`src/verilog/oms_pkg.sv`:
```
// Package of constants and types for the operating-mode sequencer.
package oms_pkg;

	// ==========================================================
	// Clock and timing
	// ==========================================================
	localparam int unsigned CLK_HZ          = 100_000_000;
	localparam int unsigned LAMP_MIN_SEC    = 3;
	localparam int unsigned BLINK_HALF_MS   = 250;
	localparam int unsigned LAMP_MIN_CYC    = LAMP_MIN_SEC * CLK_HZ;
	localparam int unsigned BLINK_HALF_CYC  = (BLINK_HALF_MS * (CLK_HZ / 1000));
	localparam int unsigned CNT_W           = 32;

	// ==========================================================
	// Breakpoints
	// ==========================================================
	localparam int unsigned BP_MAX          = 3;
	localparam int unsigned BP_STEP_MAX     = 2;
	localparam int unsigned BP_CNT_W        = 2;

	// ==========================================================
	// Modes and execution phases
	// ==========================================================
	typedef enum logic [1:0] {
		OMS_STOP    = 2'b00,
		OMS_STARTUP = 2'b01,
		OMS_RUN     = 2'b10,
		OMS_HOLD    = 2'b11
	} oms_mode_t;

	typedef enum logic [2:0] {
		PH_IDLE     = 3'b000,
		PH_CLR_IN   = 3'b001,
		PH_STARTUP  = 3'b010,
		PH_CLR_OUT  = 3'b011,
		PH_READ_IN  = 3'b100,
		PH_MAIN     = 3'b101
	} oms_phase_t;

	// Strobes toward the execution engine, one cycle each.
	typedef struct packed {
		logic clearInputImage;
		logic startStartupBlock;
		logic clearOutputImage;
		logic readInputs;
		logic startMainBlock;
		logic stepStatement;
	} oms_exec_t;

	// Lamp and inhibit outputs.
	typedef struct packed {
		logic outputInhibit;
		logic runLamp;
		logic stopLamp;
	} oms_lamp_t;

endpackage

```
`src/verilog/oms_sequencer.sv`:
```
// Operating-mode sequencer: stop, start-up, run and hold with lamps and inhibit.
module oms_sequencer
	import oms_pkg::*;
(
	// Clock and reset
	input  wire logic             clk,
	input  wire logic             arst_n,
	// Mode switch and software commands
	input  wire logic             runRequest,
	input  wire logic             stepRequest,
	input  wire logic             resumeRequest,
	input  wire logic             errorStop,
	// Breakpoint bookkeeping
	input  wire logic [BP_CNT_W-1:0] bpDefined,
	input  wire logic             bpActive,
	input  wire logic             bpHit,
	// Execution engine handshake
	input  wire logic             startupDone,
	input  wire logic             mainDone,
	input  wire logic             stepDone,
	output oms_exec_t             execStrobe,
	output logic                  timersEnable,
	output logic                  registersVisible,
	output logic                  stepRefused,
	// Mode, lamps and inhibit
	output oms_mode_t             mode,
	output oms_lamp_t             lamps
);

	// ==========================================================
	// Input synchronisers
	// ==========================================================
	// Mode switch and commands may come from outside; all pass two flops.
	localparam int unsigned SYNC_W = 6 + BP_CNT_W;
	logic [SYNC_W-1:0] syncA_q;
	logic [SYNC_W-1:0] syncB_q;

	always_ff @(posedge clk or negedge arst_n) begin
		if (!arst_n) begin
			syncA_q <= '0;
			syncB_q <= '0;
		end else begin
			syncA_q <= {runRequest, stepRequest, resumeRequest, errorStop,
				bpActive, bpHit, bpDefined};
			syncB_q <= syncA_q;
		end
	end

	logic                runS;
	logic                stepS;
	logic                resumeS;
	logic                errS;
	logic                bpActS;
	logic                bpHitS;
	logic [BP_CNT_W-1:0] bpDefS;
	assign {runS, stepS, resumeS, errS, bpActS, bpHitS, bpDefS} = syncB_q;

	// Step and resume act on their rising edge so a held level does one thing.
	logic stepPrev_q;
	logic resumePrev_q;
	always_ff @(posedge clk or negedge arst_n) begin
		if (!arst_n) begin
			stepPrev_q   <= 1'b0;
			resumePrev_q <= 1'b0;
		end else begin
			stepPrev_q   <= stepS;
			resumePrev_q <= resumeS;
		end
	end
	logic stepEdge;
	logic resumeEdge;
	assign stepEdge   = stepS & ~stepPrev_q;
	assign resumeEdge = resumeS & ~resumePrev_q;

	// A breakpoint hit counts only while the defined count is within the supported maximum.
	logic bpHitValid;
	assign bpHitValid = bpHitS & bpActS & (32'(bpDefS) <= BP_MAX);

	// ==========================================================
	// Mode and phase machine
	// ==========================================================
	oms_mode_t  mode_q;
	oms_mode_t  mode_d;
	oms_phase_t phase_q;
	oms_phase_t phase_d;
	logic       stepping_q;
	logic       stepping_d;
	oms_exec_t  exec_d;
	logic       refuse_d;

	always_comb begin
		mode_d     = mode_q;
		phase_d    = phase_q;
		stepping_d = stepping_q;
		exec_d     = '0;
		refuse_d   = 1'b0;
		case (mode_q)
			OMS_STOP: begin
				// Nothing is cleared here, so all retained state survives stop.
				phase_d = PH_IDLE;
				if (runS && !errS) begin
					mode_d                 = OMS_STARTUP;
					phase_d                = PH_CLR_IN;
					exec_d.clearInputImage = 1'b1;
				end
			end
			OMS_STARTUP: begin
				// No watchdog counts here: start-up may run as long as it needs.
				if (errS || !runS) begin
					mode_d  = OMS_STOP;
					phase_d = PH_IDLE;
				end else if (phase_q == PH_CLR_IN) begin
					phase_d                  = PH_STARTUP;
					exec_d.startStartupBlock = 1'b1;
				end else if (startupDone) begin
					mode_d                  = OMS_RUN;
					phase_d                 = PH_CLR_OUT;
					exec_d.clearOutputImage = 1'b1;
				end
			end
			OMS_RUN: begin
				if (errS || !runS) begin
					mode_d  = OMS_STOP;
					phase_d = PH_IDLE;
				end else if (bpHitValid && phase_q == PH_MAIN) begin
					mode_d     = OMS_HOLD;
					stepping_d = 1'b0;
				end else begin
					case (phase_q)
						PH_CLR_OUT: begin
							phase_d           = PH_READ_IN;
							exec_d.readInputs = 1'b1;
						end
						PH_READ_IN: begin
							phase_d               = PH_MAIN;
							exec_d.startMainBlock = 1'b1;
						end
						PH_MAIN: begin
							if (mainDone) begin
								phase_d                 = PH_CLR_OUT;
								exec_d.clearOutputImage = 1'b1;
							end
						end
						default: begin
							phase_d                 = PH_CLR_OUT;
							exec_d.clearOutputImage = 1'b1;
						end
					endcase
				end
			end
			OMS_HOLD: begin
				if (errS || !runS) begin
					mode_d     = OMS_STOP;
					phase_d    = PH_IDLE;
					stepping_d = 1'b0;
				end else if (stepping_q) begin
					if (stepDone) begin
						stepping_d = 1'b0;
					end
				end else if (resumeEdge) begin
					mode_d = OMS_RUN;
				end else if (stepEdge) begin
					if (32'(bpDefS) > BP_STEP_MAX) begin
						refuse_d = 1'b1;
					end else begin
						stepping_d           = 1'b1;
						exec_d.stepStatement = 1'b1;
					end
				end
			end
			default: begin
				mode_d  = OMS_STOP;
				phase_d = PH_IDLE;
			end
		endcase
	end

	always_ff @(posedge clk or negedge arst_n) begin
		if (!arst_n) begin
			mode_q     <= OMS_STOP;
			phase_q    <= PH_IDLE;
			stepping_q <= 1'b0;
		end else begin
			mode_q     <= mode_d;
			phase_q    <= phase_d;
			stepping_q <= stepping_d;
		end
	end

	always_ff @(posedge clk or negedge arst_n) begin
		if (!arst_n) begin
			execStrobe  <= '0;
			stepRefused <= 1'b0;
		end else begin
			execStrobe  <= exec_d;
			stepRefused <= refuse_d;
		end
	end

	// Timers run only in run; hold freezes them.
	always_ff @(posedge clk or negedge arst_n) begin
		if (!arst_n) begin
			timersEnable     <= 1'b0;
			registersVisible <= 1'b0;
		end else begin
			timersEnable     <= (mode_d == OMS_RUN);
			registersVisible <= (mode_d == OMS_HOLD);
		end
	end

	// ==========================================================
	// Lamp timing
	// ==========================================================
	// The minimum-blink counter is not tied to the mode so an early stop
	// still shows the start-up indication for its full length.
	logic [CNT_W-1:0] minBlink_q;
	logic [CNT_W-1:0] blinkDiv_q;
	logic             blinkPhase_q;

	always_ff @(posedge clk or negedge arst_n) begin
		if (!arst_n) begin
			minBlink_q <= '0;
		end else if (exec_d.startStartupBlock) begin
			minBlink_q <= CNT_W'(LAMP_MIN_CYC);
		end else if (minBlink_q != '0) begin
			minBlink_q <= minBlink_q - CNT_W'(1);
		end
	end

	always_ff @(posedge clk or negedge arst_n) begin
		if (!arst_n) begin
			blinkDiv_q   <= '0;
			blinkPhase_q <= 1'b0;
		end else if (blinkDiv_q == CNT_W'(BLINK_HALF_CYC - 1)) begin
			blinkDiv_q   <= '0;
			blinkPhase_q <= ~blinkPhase_q;
		end else begin
			blinkDiv_q <= blinkDiv_q + CNT_W'(1);
		end
	end

	oms_lamp_t lamps_d;
	always_comb begin
		lamps_d = '0;
		case (mode_d)
			OMS_STOP: begin
				lamps_d.outputInhibit = 1'b1;
				lamps_d.stopLamp      = 1'b1;
			end
			OMS_STARTUP: begin
				lamps_d.outputInhibit = 1'b1;
				lamps_d.runLamp       = ~blinkPhase_q;
			end
			OMS_RUN: begin
				lamps_d.outputInhibit = 1'b0;
				lamps_d.runLamp       = 1'b1;
			end
			OMS_HOLD: begin
				lamps_d.outputInhibit = 1'b1;
				lamps_d.runLamp       = ~blinkPhase_q;
				lamps_d.stopLamp      = 1'b1;
			end
			default: begin
				lamps_d.outputInhibit = 1'b1;
			end
		endcase
		if (minBlink_q != '0) begin
			lamps_d.runLamp = ~blinkPhase_q;
		end
	end

	always_ff @(posedge clk or negedge arst_n) begin
		if (!arst_n) begin
			lamps <= '{outputInhibit: 1'b1, runLamp: 1'b0, stopLamp: 1'b1};
			mode  <= OMS_STOP;
		end else begin
			lamps <= lamps_d;
			mode  <= mode_d;
		end
	end

endmodule

```
`config.mk`:
```
export PLATFORM = sky130hd
export DESIGN_NAME = oms_sequencer
export DESIGN_NICKNAME = d
export VERILOG_FILES = /design/src/verilog/oms_pkg.sv /design/src/verilog/oms_sequencer.sv
export SDC_FILE = /design/constraint.sdc
export NUM_CORES = 1
export LEC_CHECK = 0
export BUFFER_PORTS_ARGS = -buffer_cell sky130_fd_sc_hd__buf_4
export CORE_UTILIZATION = 55
export CTS_BUF_LIST = sky130_fd_sc_hd__clkbuf_4
export CTS_CLUSTER_DIAMETER = 40
export DETAILED_ROUTE_END_ITERATION = 8
export PLACE_DENSITY = 0.76
export SLEW_MARGIN = 15
export SYNTH_ARGS = -nofsm -noshare
export SYNTH_HDL_FRONTEND = slang
export SYNTH_SLANG_ARGS = --single-unit
```
`constraint.sdc`:
```
create_clock -name clk -period 3.35 [get_ports clk]
set_input_delay 0.335 -clock clk [delete_from_list [all_inputs] [get_ports clk]]
set_output_delay 0.335 -clock clk [all_outputs]
set_load 0.02 [all_outputs]
```
[Yosys cells after proc, flatten, opt, wreduce, memory -nomap -nowiden]
Cells that the tools add are included.
Storage, ports and cells
  bits in registers: 101
  bits in latches: 0
  memory bits (writable): 0
  bits in read-only memories: 0
  bits of input ports: 13
  output and inout port bits: 14
  memories kept: 0
Operators by class
  $add $sub $neg: 2
  multipliers: 0
  divide/modulo/power cells: 0
  $lt $le $gt $ge: 1
  eq/ne operators: 17
  shift operators: 0
  muxes and demuxes: 60
  bitwise gates (word level): 6
  reduce and logical (&&, ||, !) cells: 16
Operators by type and width (number)
  two-way mux 32 bit: 3
  adder 32 x 1 -> 32 bit (second input constant): 1
  equality test 32 x 25 -> 1 bit (second input constant): 1
  nonzero test 32 bit: 1
  subtractor 32 x 1 -> 32 bit (second input constant): 1
  two-way mux 1 bit: 29
  two-way mux 3 bit: 9
  two-way mux 2 bit: 11
  case mux 3 bit (4 select lines): 1
  case mux 1 bit (2 select lines): 5
  case mux 3 bit (3 select lines): 1
  equality test 2 bit (second input constant): 4
  != test 4 bit (second input constant): 2
  case mux 2 bit (4 select lines): 1
  equality test 3 bit (second input constant): 2
  != test 2 bit (second input constant): 3
  OR reduction 2 bit: 3
  equality test 2 x 1 -> 1 bit (second input constant): 2
  zero test 2 bit: 2
  AND reduction 4 bit: 1
  nonzero test 2 bit: 2
  bitwise AND 1 bit: 3
  equality test 3 x 1 -> 1 bit (second input constant): 1
  equality test 3 x 2 -> 1 bit (second input constant): 1
  8 further kinds: 12

[Depth between registers and ports, before layout]
Gate-level depths: netlist of run 1.
  depth in word-level cells: 10
  gate-level depth with buffers: 8

[Worst setup path after synthesis of run 1]
OpenSTA, ideal clock, no wires.
  kind: register to register
  from: register, netlist name mode[0]
  to: register lamps[0] in the netlist's numbering
  arrival: 2215 ps
  required time: 3267 ps
  setup slack: 1051 ps
  stages on the path, launching flop included: 8
  path buffers: 0
  clock period less this slack: 2299 ps
  path through: dfrtp_1 inv_1 ha_1 nand3b_1 or3_1 a31o_1 or2_2 ha_1
RTL lines
  to (signal assigned): RTL line oms_sequencer.sv:274  | lamps <= '{outputInhibit: 1'b1, runLamp: 1'b0, stopLamp: 1'b1};
  to (signal assigned): RTL line oms_sequencer.sv:277  | lamps <= lamps_d;
  to (decl): RTL line oms_sequencer.sv:27  | output oms_lamp_t lamps

==> flow_summary_export.csv, run 1 <==
group,metric,value,unit
sta,finalSetupTns,0,ns
critical_path,rr_endpoint,"minBlink_q[15]$_DFFE_PN0P_",
sta,period_minus_slack,2.57,ns
sta,timing_hold_violations_final,0,
routing,num_vias,3434,
global_routing,grt_pass1_wl,16000,microns
global_routing,grt_max_degree,102,
logic_synthesis,ys_dominant_reg_cell,"sky130_fd_sc_hd__dfrtp_1",
logic_synthesis,synth.yosys.seq_area_share,52.3,%
critical_path,criticalPathCategory,"register to register",
critical_path,arrival,2.93,ns
routing,route.detailed.drc,0,
floorplanning,ios,27,
hold_path,worst_hold_path_type,"input pin to register",
power_and_ir_drop,ir_drop,0.000337,V
sta,fin_worst_skew,0.0208,ns
outcome,status,"finished, final reports clean",
final_layout,final_layout_size_suffix_gt1_share,16.6,%
hold_path,hold-path-endpoint,"stepping_q$_DFFE_PN0P_",
global_routing,number_of_global_route_vias_before_repair,3501,
sta,worstMarginPinSlew,0.681,ns
placed_design,gpl.final_weighted_congestion,0.827,
logic_synthesis,synth.yosys.warnings,0,
routing,totalWireLength,9220,microns
floorplanning,die_h,95.7,microns
clock_tree,cts-buffers-inserted,9,
sta,timing.slew.headroom,53.4,%
logic_synthesis,synth_area,0.00483,sq mm
sta,report.final.setup_viol,0,
critical_path,required_time_at_the_worst_slack_endpoint,3.71,ns
hold_path,whs_path_depth,4,
hold_path,hold_start,"stepDone",
critical_path,critical-path-max-stage-delay,0.46,ns
global_routing,overall_global_routing_usage,22.9,%
routing,drt_pre_antenna_iters,4,
floorplanning,die-area,0.00917,sq mm
routing,routed_wire_length_per_instance,15.6,microns
sta,rsz_0062_raised_after_global_routing,"no",
floorplanning,floorplan.initialDensity,58.0,%
placed_design,number_of_cells_in_the_design_after_placement,568,
clock_tree,worst_skew_pair.late_latency,0.47,ns
sta,worst_hold_slack,0.201,ns
critical_path,rr_startpoint,"mode[1]$_DFF_PN0_",
sta,finalMaxSlewViolations,0,
clock_tree,cts_tree,"yes",
run,timing.max_cap.violations,0,
placed_design,hpwl,6340,microns
final_layout,syn_to_final_growth,12.0,%
critical_path,cp_slowest_cell,"sky130_fd_sc_hd__dfrtp_1",
critical_path,worst-r2r-setup-slack,0.78,ns
logic_synthesis,syn_inst,441,
sta,timing.fmax,0.389,GHz
global_routing,grt.overflow.total,0,
routing,postRouteAntennaNets,0,
critical_path,start_kind,"register",
logic_synthesis,synth-seq-cells,101,
logic_synthesis,synthesis.nets,463,
final_layout,final_cell_count_no_fill,593,
clock_tree,clk_pin_slew_worst_paths,0.18,ns
clock_tree,cts_root_buffer,"sky130_fd_sc_hd__clkbuf_4",
floorplanning,std_cell_rows,33,
routing,drt-initial-drc-count,225,
critical_path,end_kind,"register",
logic_synthesis,synth.distinct_cells,67,
final_layout,layout_common_cells,"sky130_fd_sc_hd__dfrtp_1, sky130_fd_sc_hd__nor2_1, sky130_fd_sc_hd__nand2_1, sky130_fd_sc_hd__buf_4, sky130_fd_sc_hd__xnor2_1",
logic_synthesis,synth-edff-count,0,
clock_tree,htreeDepth,3,
critical_path,path_max_fanout,17,
final_layout,nets_finish,505,
routing,via_density,5.79,
floorplanning,fp.coreArea,0.00834,sq mm
logic_synthesis,async_flop_share,100,%
logic_synthesis,synth_area_per_cell,11.0,sq um
floorplanning,die_width,95.7,microns
clock_tree,cts_num_sinks,101,
final_layout,most_common_cell_after_layout_fill_and_taps_aside,"sky130_fd_sc_hd__dfrtp_1",
placed_design,placement.io_buffers,26,
sta,final_worst_path_period_share,76.7,%
critical_path,reg2regPathDepth,7,
power_and_ir_drop,static-leakage-power,2.35,nW
clock_tree,cts_max_path_buffers,2,
final_layout,antenna-diode-count,0,
power_and_ir_drop,power_density,616,mW/mm^2
critical_path,path_cells,"inv_1 > ha_1 > nand3b_1 > or2_1 > clkinv_1 > buf_4 > or3b_1",
global_routing,grt_antenna_before_repair,0,
layout make-up:
class / count / area (sq um)
flip-flops and latches: 101 / 2530
well taps: 105 / 131
multi-input cells: 317 / 2210
clock buffers: 9 / 67.6
inverters: 15 / 56.3
fillers: 628 / 2930
clock inverters: 7 / 92.6
repair buffers: 39 / 328
critical path: cells and delay by family (launching register included):
kind,cells,cell delay [ns]
adders and majority gates,1,0.26
buffers and inverters,3,0.80
DFF,1,0.46
and+or+nand+nor,3,0.95
registers in the layout, summed over array words and instances, names as in the netlist:
name / cells
blinkDiv_q: 32
blinkPhase_q: 1
execStrobe: 6
lamps: 3
minBlink_q: 32
mode: 2
phase_q: 3
registersVisible: 1
resumePrev_q: 1
stepPrev_q: 1
stepRefused: 1
stepping_q: 1
syncA_q: 8
syncB_q: 8
timersEnable: 1
worst max-delay path by stage:
stage	start	end	slack, ns	cells after the start
finish	mode[1]$_DFF_PN0_	minBlink_q[15]$_DFFE_PN0P_	0.78	7
global placement	mode[1]$_DFF_PN0_	minBlink_q[15]$_DFFE_PN0P_	0.89	7
floorplan	mode[0]$_DFF_PN0_	lamps[0]$_DFF_PN1_	1.05	7
global route	mode[1]$_DFF_PN0_	minBlink_q[15]$_DFFE_PN0P_	0.55	7
CTS	mode[1]$_DFF_PN0_	minBlink_q[15]$_DFFE_PN0P_	0.75	7
detailed placement	mode[1]$_DFF_PN0_	minBlink_q[15]$_DFFE_PN0P_	0.78	7
Yosys cell counts (3+ instances only):
cell type                   instances  area share [%]
sky130_fd_sc_hd__a31oi_1            3            0.39
sky130_fd_sc_hd__or3_1              8             1.0
sky130_fd_sc_hd__xor2_1            21             3.8
sky130_fd_sc_hd__nor4_4             7             3.1
sky130_fd_sc_hd__a2111oi_2          4             1.2
sky130_fd_sc_hd__and3_1             7            0.91
sky130_fd_sc_hd__nand4_1           14             1.8
sky130_fd_sc_hd__dfrtp_1           99              51
sky130_fd_sc_hd__or2_2              3            0.39
sky130_fd_sc_hd__or4_1              4            0.62
sky130_fd_sc_hd__buf_2              3            0.31
sky130_fd_sc_hd__inv_1             13             1.0
sky130_fd_sc_hd__nor3_1            13             1.3
sky130_fd_sc_hd__o21ai_0            9            0.93
sky130_fd_sc_hd__or3b_1             3            0.54
sky130_fd_sc_hd__nand3_1           21             2.2
sky130_fd_sc_hd__nor2_1            47             3.7
sky130_fd_sc_hd__nor2b_1            5            0.65
sky130_fd_sc_hd__nand2b_1           5            0.65
sky130_fd_sc_hd__xnor2_1           24             4.3
sky130_fd_sc_hd__mux2_2             4            0.93
sky130_fd_sc_hd__o2111ai_1          3            0.54
sky130_fd_sc_hd__nand2_1           29             2.3
sky130_fd_sc_hd__nor4_1             5            0.65
sky130_fd_sc_hd__a21oi_1           19             2.0
sky130_fd_sc_hd__o31ai_1            4            0.62
sky130_fd_sc_hd__ha_1               9             2.3
sky130_fd_sc_hd__and4_1             3            0.54
sky130_fd_sc_hd__nand3b_1           6            0.93
per-stage QoR:
step / power (mW) / cell area [sq um] / utilization [%] / setup WS, ns
6_report: 3.33 / 5410 / 64.9 / 0.780
5_1_grt: 3.56 / 5410 / 64.9 / 0.548
4_1_cts: 3.36 / 5410 / 64.9 / 0.751
3_5_place_dp: 2.70 / 5160 / 61.9 / 0.784
3_3_place_gp: 2.66 / 5160 / 61.9 / 0.889
2_1_floorplan: 2.41 / 4830 / - / 1.05
power breakdown:
part | leakage (nW) | switching, mW | internal, mW | total [mW]
clock | 0.0793 | 0.462 | 0.183 | 0.645
combinational | 0.976 | 0.540 | 0.421 | 0.961
sequential | 1.29 | 0.281 | 1.45 | 1.73
total | 2.35 | 1.28 | 2.05 | 3.33
cell families after synthesis:
kind of cell             count (synthesis)  synth area share, %
flip-flops                             101                 52.3
adder cells (fa/ha/maj)                  9                 2.33
AND/OR/NAND/NOR                        196                 24.5
multiplexers                             5                 1.16
buffers and inverters                   23                 2.02
AO/OA/AOI/OAI                           62                 9.47
XOR/XNOR                                45                 8.15
metal layers:
| layer | part of all wire [%] | wire length, microns | track usage [%] | vias to the layer above |
|---|---|---|---|---|
| met4 | 1.6 | 147 | 8.71 | 0 |
| met5 | 0 | 0 | 0 | - |
| met3 | 3.0 | 278 | 4.03 | 15 |
| met1 | 45 | 4130 | 29.1 | 1686 |
| li1 | - | - | - | 1668 |
| met2 | 51 | 4670 | 39.1 | 65 |
repair_timing:
item / in CTS / in global routing
hold endpoints to repair: 107 / 0
resized for setup: 0 / 0
hold buffers: 9 / 0
setup buffers: 0 / 0
endpoints found under the setup margin: 0 / 0
(Power assumes the default switching activity.)
==> inputs of run 2 (changes only) <==
- PLACE_DENSITY: 0.76 -> 0.79
- clock period: 3.35 -> 2.36 ns (I/O delays scaled with it)
==> run 2 against run 1 <==
  * Power is 46% higher
  * Fmax rose by 15%
  * Hold slack got worse by 0.11 ns
  * Wire length rose by 2.7%
  * Die area unchanged
  * Setup slack lost 0.66 ns
  * Cell area increased by 1.6%
  * Final cell count grew 1.7%
  * Count of clock-buffer cells in the layout unchanged
  * Critical path depth stayed put
  * Sequential power is 42% higher
  * Global-route usage increased by 0.68 points
  * Critical path type unchanged
  * Largest power group unchanged
==> flow_summary_export.csv, run 2 (same netlist as run 1, synthesis figures left out) <==
group,metric,value,unit
outcome,status,"finished, final reports clean",
global_routing,met1_usage,28.4,%
clock_tree,cts_root_buffer,"sky130_fd_sc_hd__clkbuf_4",
floorplanning,floorplan.initialDensity,58.0,%
clock_tree,clk_pin_slew_worst_paths,0.19,ns
power_and_ir_drop,power_density,884,mW/mm^2
routing,route.detailed.drc,0,
clock_tree,cts_tree,"yes",
global_routing,grt_most_used_layer,"met2",
critical_path,path_max_fanout,5,
final_layout,postLayoutCoreUtil,65.9,%
clock_tree,cts_max_path_buffers,2,
final_layout,syn_to_final_growth,13.8,%
global_routing,grt.overflow.total,0,
global_routing,number_of_global_route_vias_before_repair,3601,
sta,report.final.setup_viol,0,
routing,totalWireLength,9480,microns
final_layout,layout_common_cells,"sky130_fd_sc_hd__dfrtp_1, sky130_fd_sc_hd__nor2_1, sky130_fd_sc_hd__buf_4",
final_layout,largest_registers,"blinkDiv_q: 32 flops, minBlink_q: 32 flops",
sta,finalSetupTns,0,ns
critical_path,end_kind,"register",
routing,drt_pre_antenna_iters,4,
power_and_ir_drop,pwr-share-clk,20.1,%
clock_tree,htreeDepth,3,
floorplanning,fp.coreArea,0.00834,sq mm
global_routing,grt_max_degree,102,
clock_tree,cts_num_sinks,101,
sta,final_worst_path_period_share,95.1,%
power_and_ir_drop,ir_drop,0.000439,V
floorplanning,std_cell_rows,33,
critical_path,worstSetupStartpoint,"mode[0]$_DFF_PN0_",
routing,routed_wire_length_per_instance,15.7,microns
sta,worstMarginPinSlew,0.524,ns
routing,postRouteAntennaNets,0,
power_and_ir_drop,pwr-share-comb,29.3,%
global_routing,groute.layer.met3.usage,5.45,%
power_and_ir_drop,switching_share,39.0,%
power_and_ir_drop,static-leakage-power,2.41,nW
floorplanning,ios,27,
routing,via_density,5.79,
global_routing,grt_pass1_wl,16500,microns
critical_path,arrival,2.66,ns
final_layout,final_layout_size_suffix_gt1_share,18.3,%
placed_design,gpl.final_weighted_congestion,0.891,
critical_path,start_kind,"register",
routing,drt-initial-drc-count,176,
sta,finalMaxSlewViolations,0,
final_layout,most_common_cell_after_layout_fill_and_taps_aside,"sky130_fd_sc_hd__dfrtp_1",
power_and_ir_drop,power_switching,1.90,mW
global_routing,grt_antenna_before_repair,0,
critical_path,criticalPathCategory,"register to register",
sta,fin_worst_skew,0.0232,ns
floorplanning,die-area,0.00917,sq mm
floorplanning,die_h,95.7,microns
sta,timing_hold_violations_final,0,
final_layout,antenna-diode-count,0,
critical_path,required_time_at_the_worst_slack_endpoint,2.78,ns
clock_tree,cts-buffers-inserted,9,
hold_path,worst_hold_path_type,"input pin to register",
sta,rsz_0062_raised_after_global_routing,"no",
sta,timing.fmax,0.446,GHz
power_and_ir_drop,internal_power,2.97,mW
power_and_ir_drop,seqPwrFrac,50.6,%
run,timing.max_cap.violations,0,
hold_path,hold_start,"stepDone",
clock_tree,worst_skew_pair.late_latency,0.46,ns
placed_design,placement.io_buffers,26,
floorplanning,die_width,95.7,microns
placed_design,hpwl,6510,microns
global_routing,overall_global_routing_usage,23.6,%
routing,num_vias,3489,
clock_tree,post_cts_setup_repair_buffer_count,0,
sta,timing.slew.headroom,64.1,%
sta,period_minus_slack,2.24,ns
global_routing,grt.met2_usage,42.4,%
critical_path,rr_startpoint,"mode[0]$_DFF_PN0_",
final_layout,nets_finish,515,
==> run 2: worst paths after layout <==
kind,end,slack [ns],depth (start not counted)
max in group asynchronous,blinkDiv_q[25]$_DFF_PN0_,1.61,3
max,lamps[0]$_DFF_PN1_,0.12,7
max reg2reg,lamps[0]$_DFF_PN1_,0.12,7
min in group asynchronous,syncB_q[4]$_DFF_PN0_,0.33,3
min reg2reg,syncB_q[1]$_DFF_PN0_,0.38,0
min,stepping_q$_DFFE_PN0P_,0.09,4
==> run 2: critical path, cell delays in order (launching register included) <==
cell and delay (ns):
sky130_fd_sc_hd__dfrtp_1 0.48, sky130_fd_sc_hd__inv_1 0.13, sky130_fd_sc_hd__ha_1 0.18, sky130_fd_sc_hd__nand3b_1 0.10
sky130_fd_sc_hd__or3_1 0.42, sky130_fd_sc_hd__a31o_1 0.26, sky130_fd_sc_hd__or2_2 0.32, sky130_fd_sc_hd__ha_1 0.31
==> run 2: per-layer routing <==
metal	vias up	routed length (microns)
li1	1682	-
met1	1719	4110
met2	72	4900
met3	16	308
met4	0	160
met5	-	0
==> run 2: timing repair <==
action | 4_1_cts | 5_1_grt
setup endpoints to repair | 0 | 4
hold buffers | 9 | 0
hold endpoints to repair | 107 | 0
resized for setup | 0 | 1
==> run 2: final cells by class <==
type	instances	area, sq um
repair buffers	49	403
inverters	15	56.3
multi-input cells	317	2210
clock buffers	9	67.6
flip-flops and latches	101	2530
clock inverters	7	98.8
fillers	638	2840
well taps	105	131
==> run 2: metrics by stage <==
stage               cell area, sq um  setup slack, ns  hold slack [ns]  cells  power (mW)
floorplan                       4830           0.0614          -0.0596    441        3.42
global placement                5240            0.269            0.329    578        3.80
detailed placement              5240            0.166            0.333    578        3.87
CTS                             5490            0.128           0.0643    603        4.88
global route                    5500           0.0117            0.155    603        5.18
finish                          5500            0.116           0.0899    603        4.86
==> run 2: power by group through the flow <==
stage | Combinational, mW | Clock [mW] | Sequential, mW
3_3_place_gp | 1.34 | 0 | 2.46
6_report | 1.42 | 0.979 | 2.46
4_1_cts | 1.41 | 1.01 | 2.45
2_1_floorplan | 0.959 | 0 | 2.47
3_5_place_dp | 1.39 | 0 | 2.48
5_1_grt | 1.60 | 1.07 | 2.51
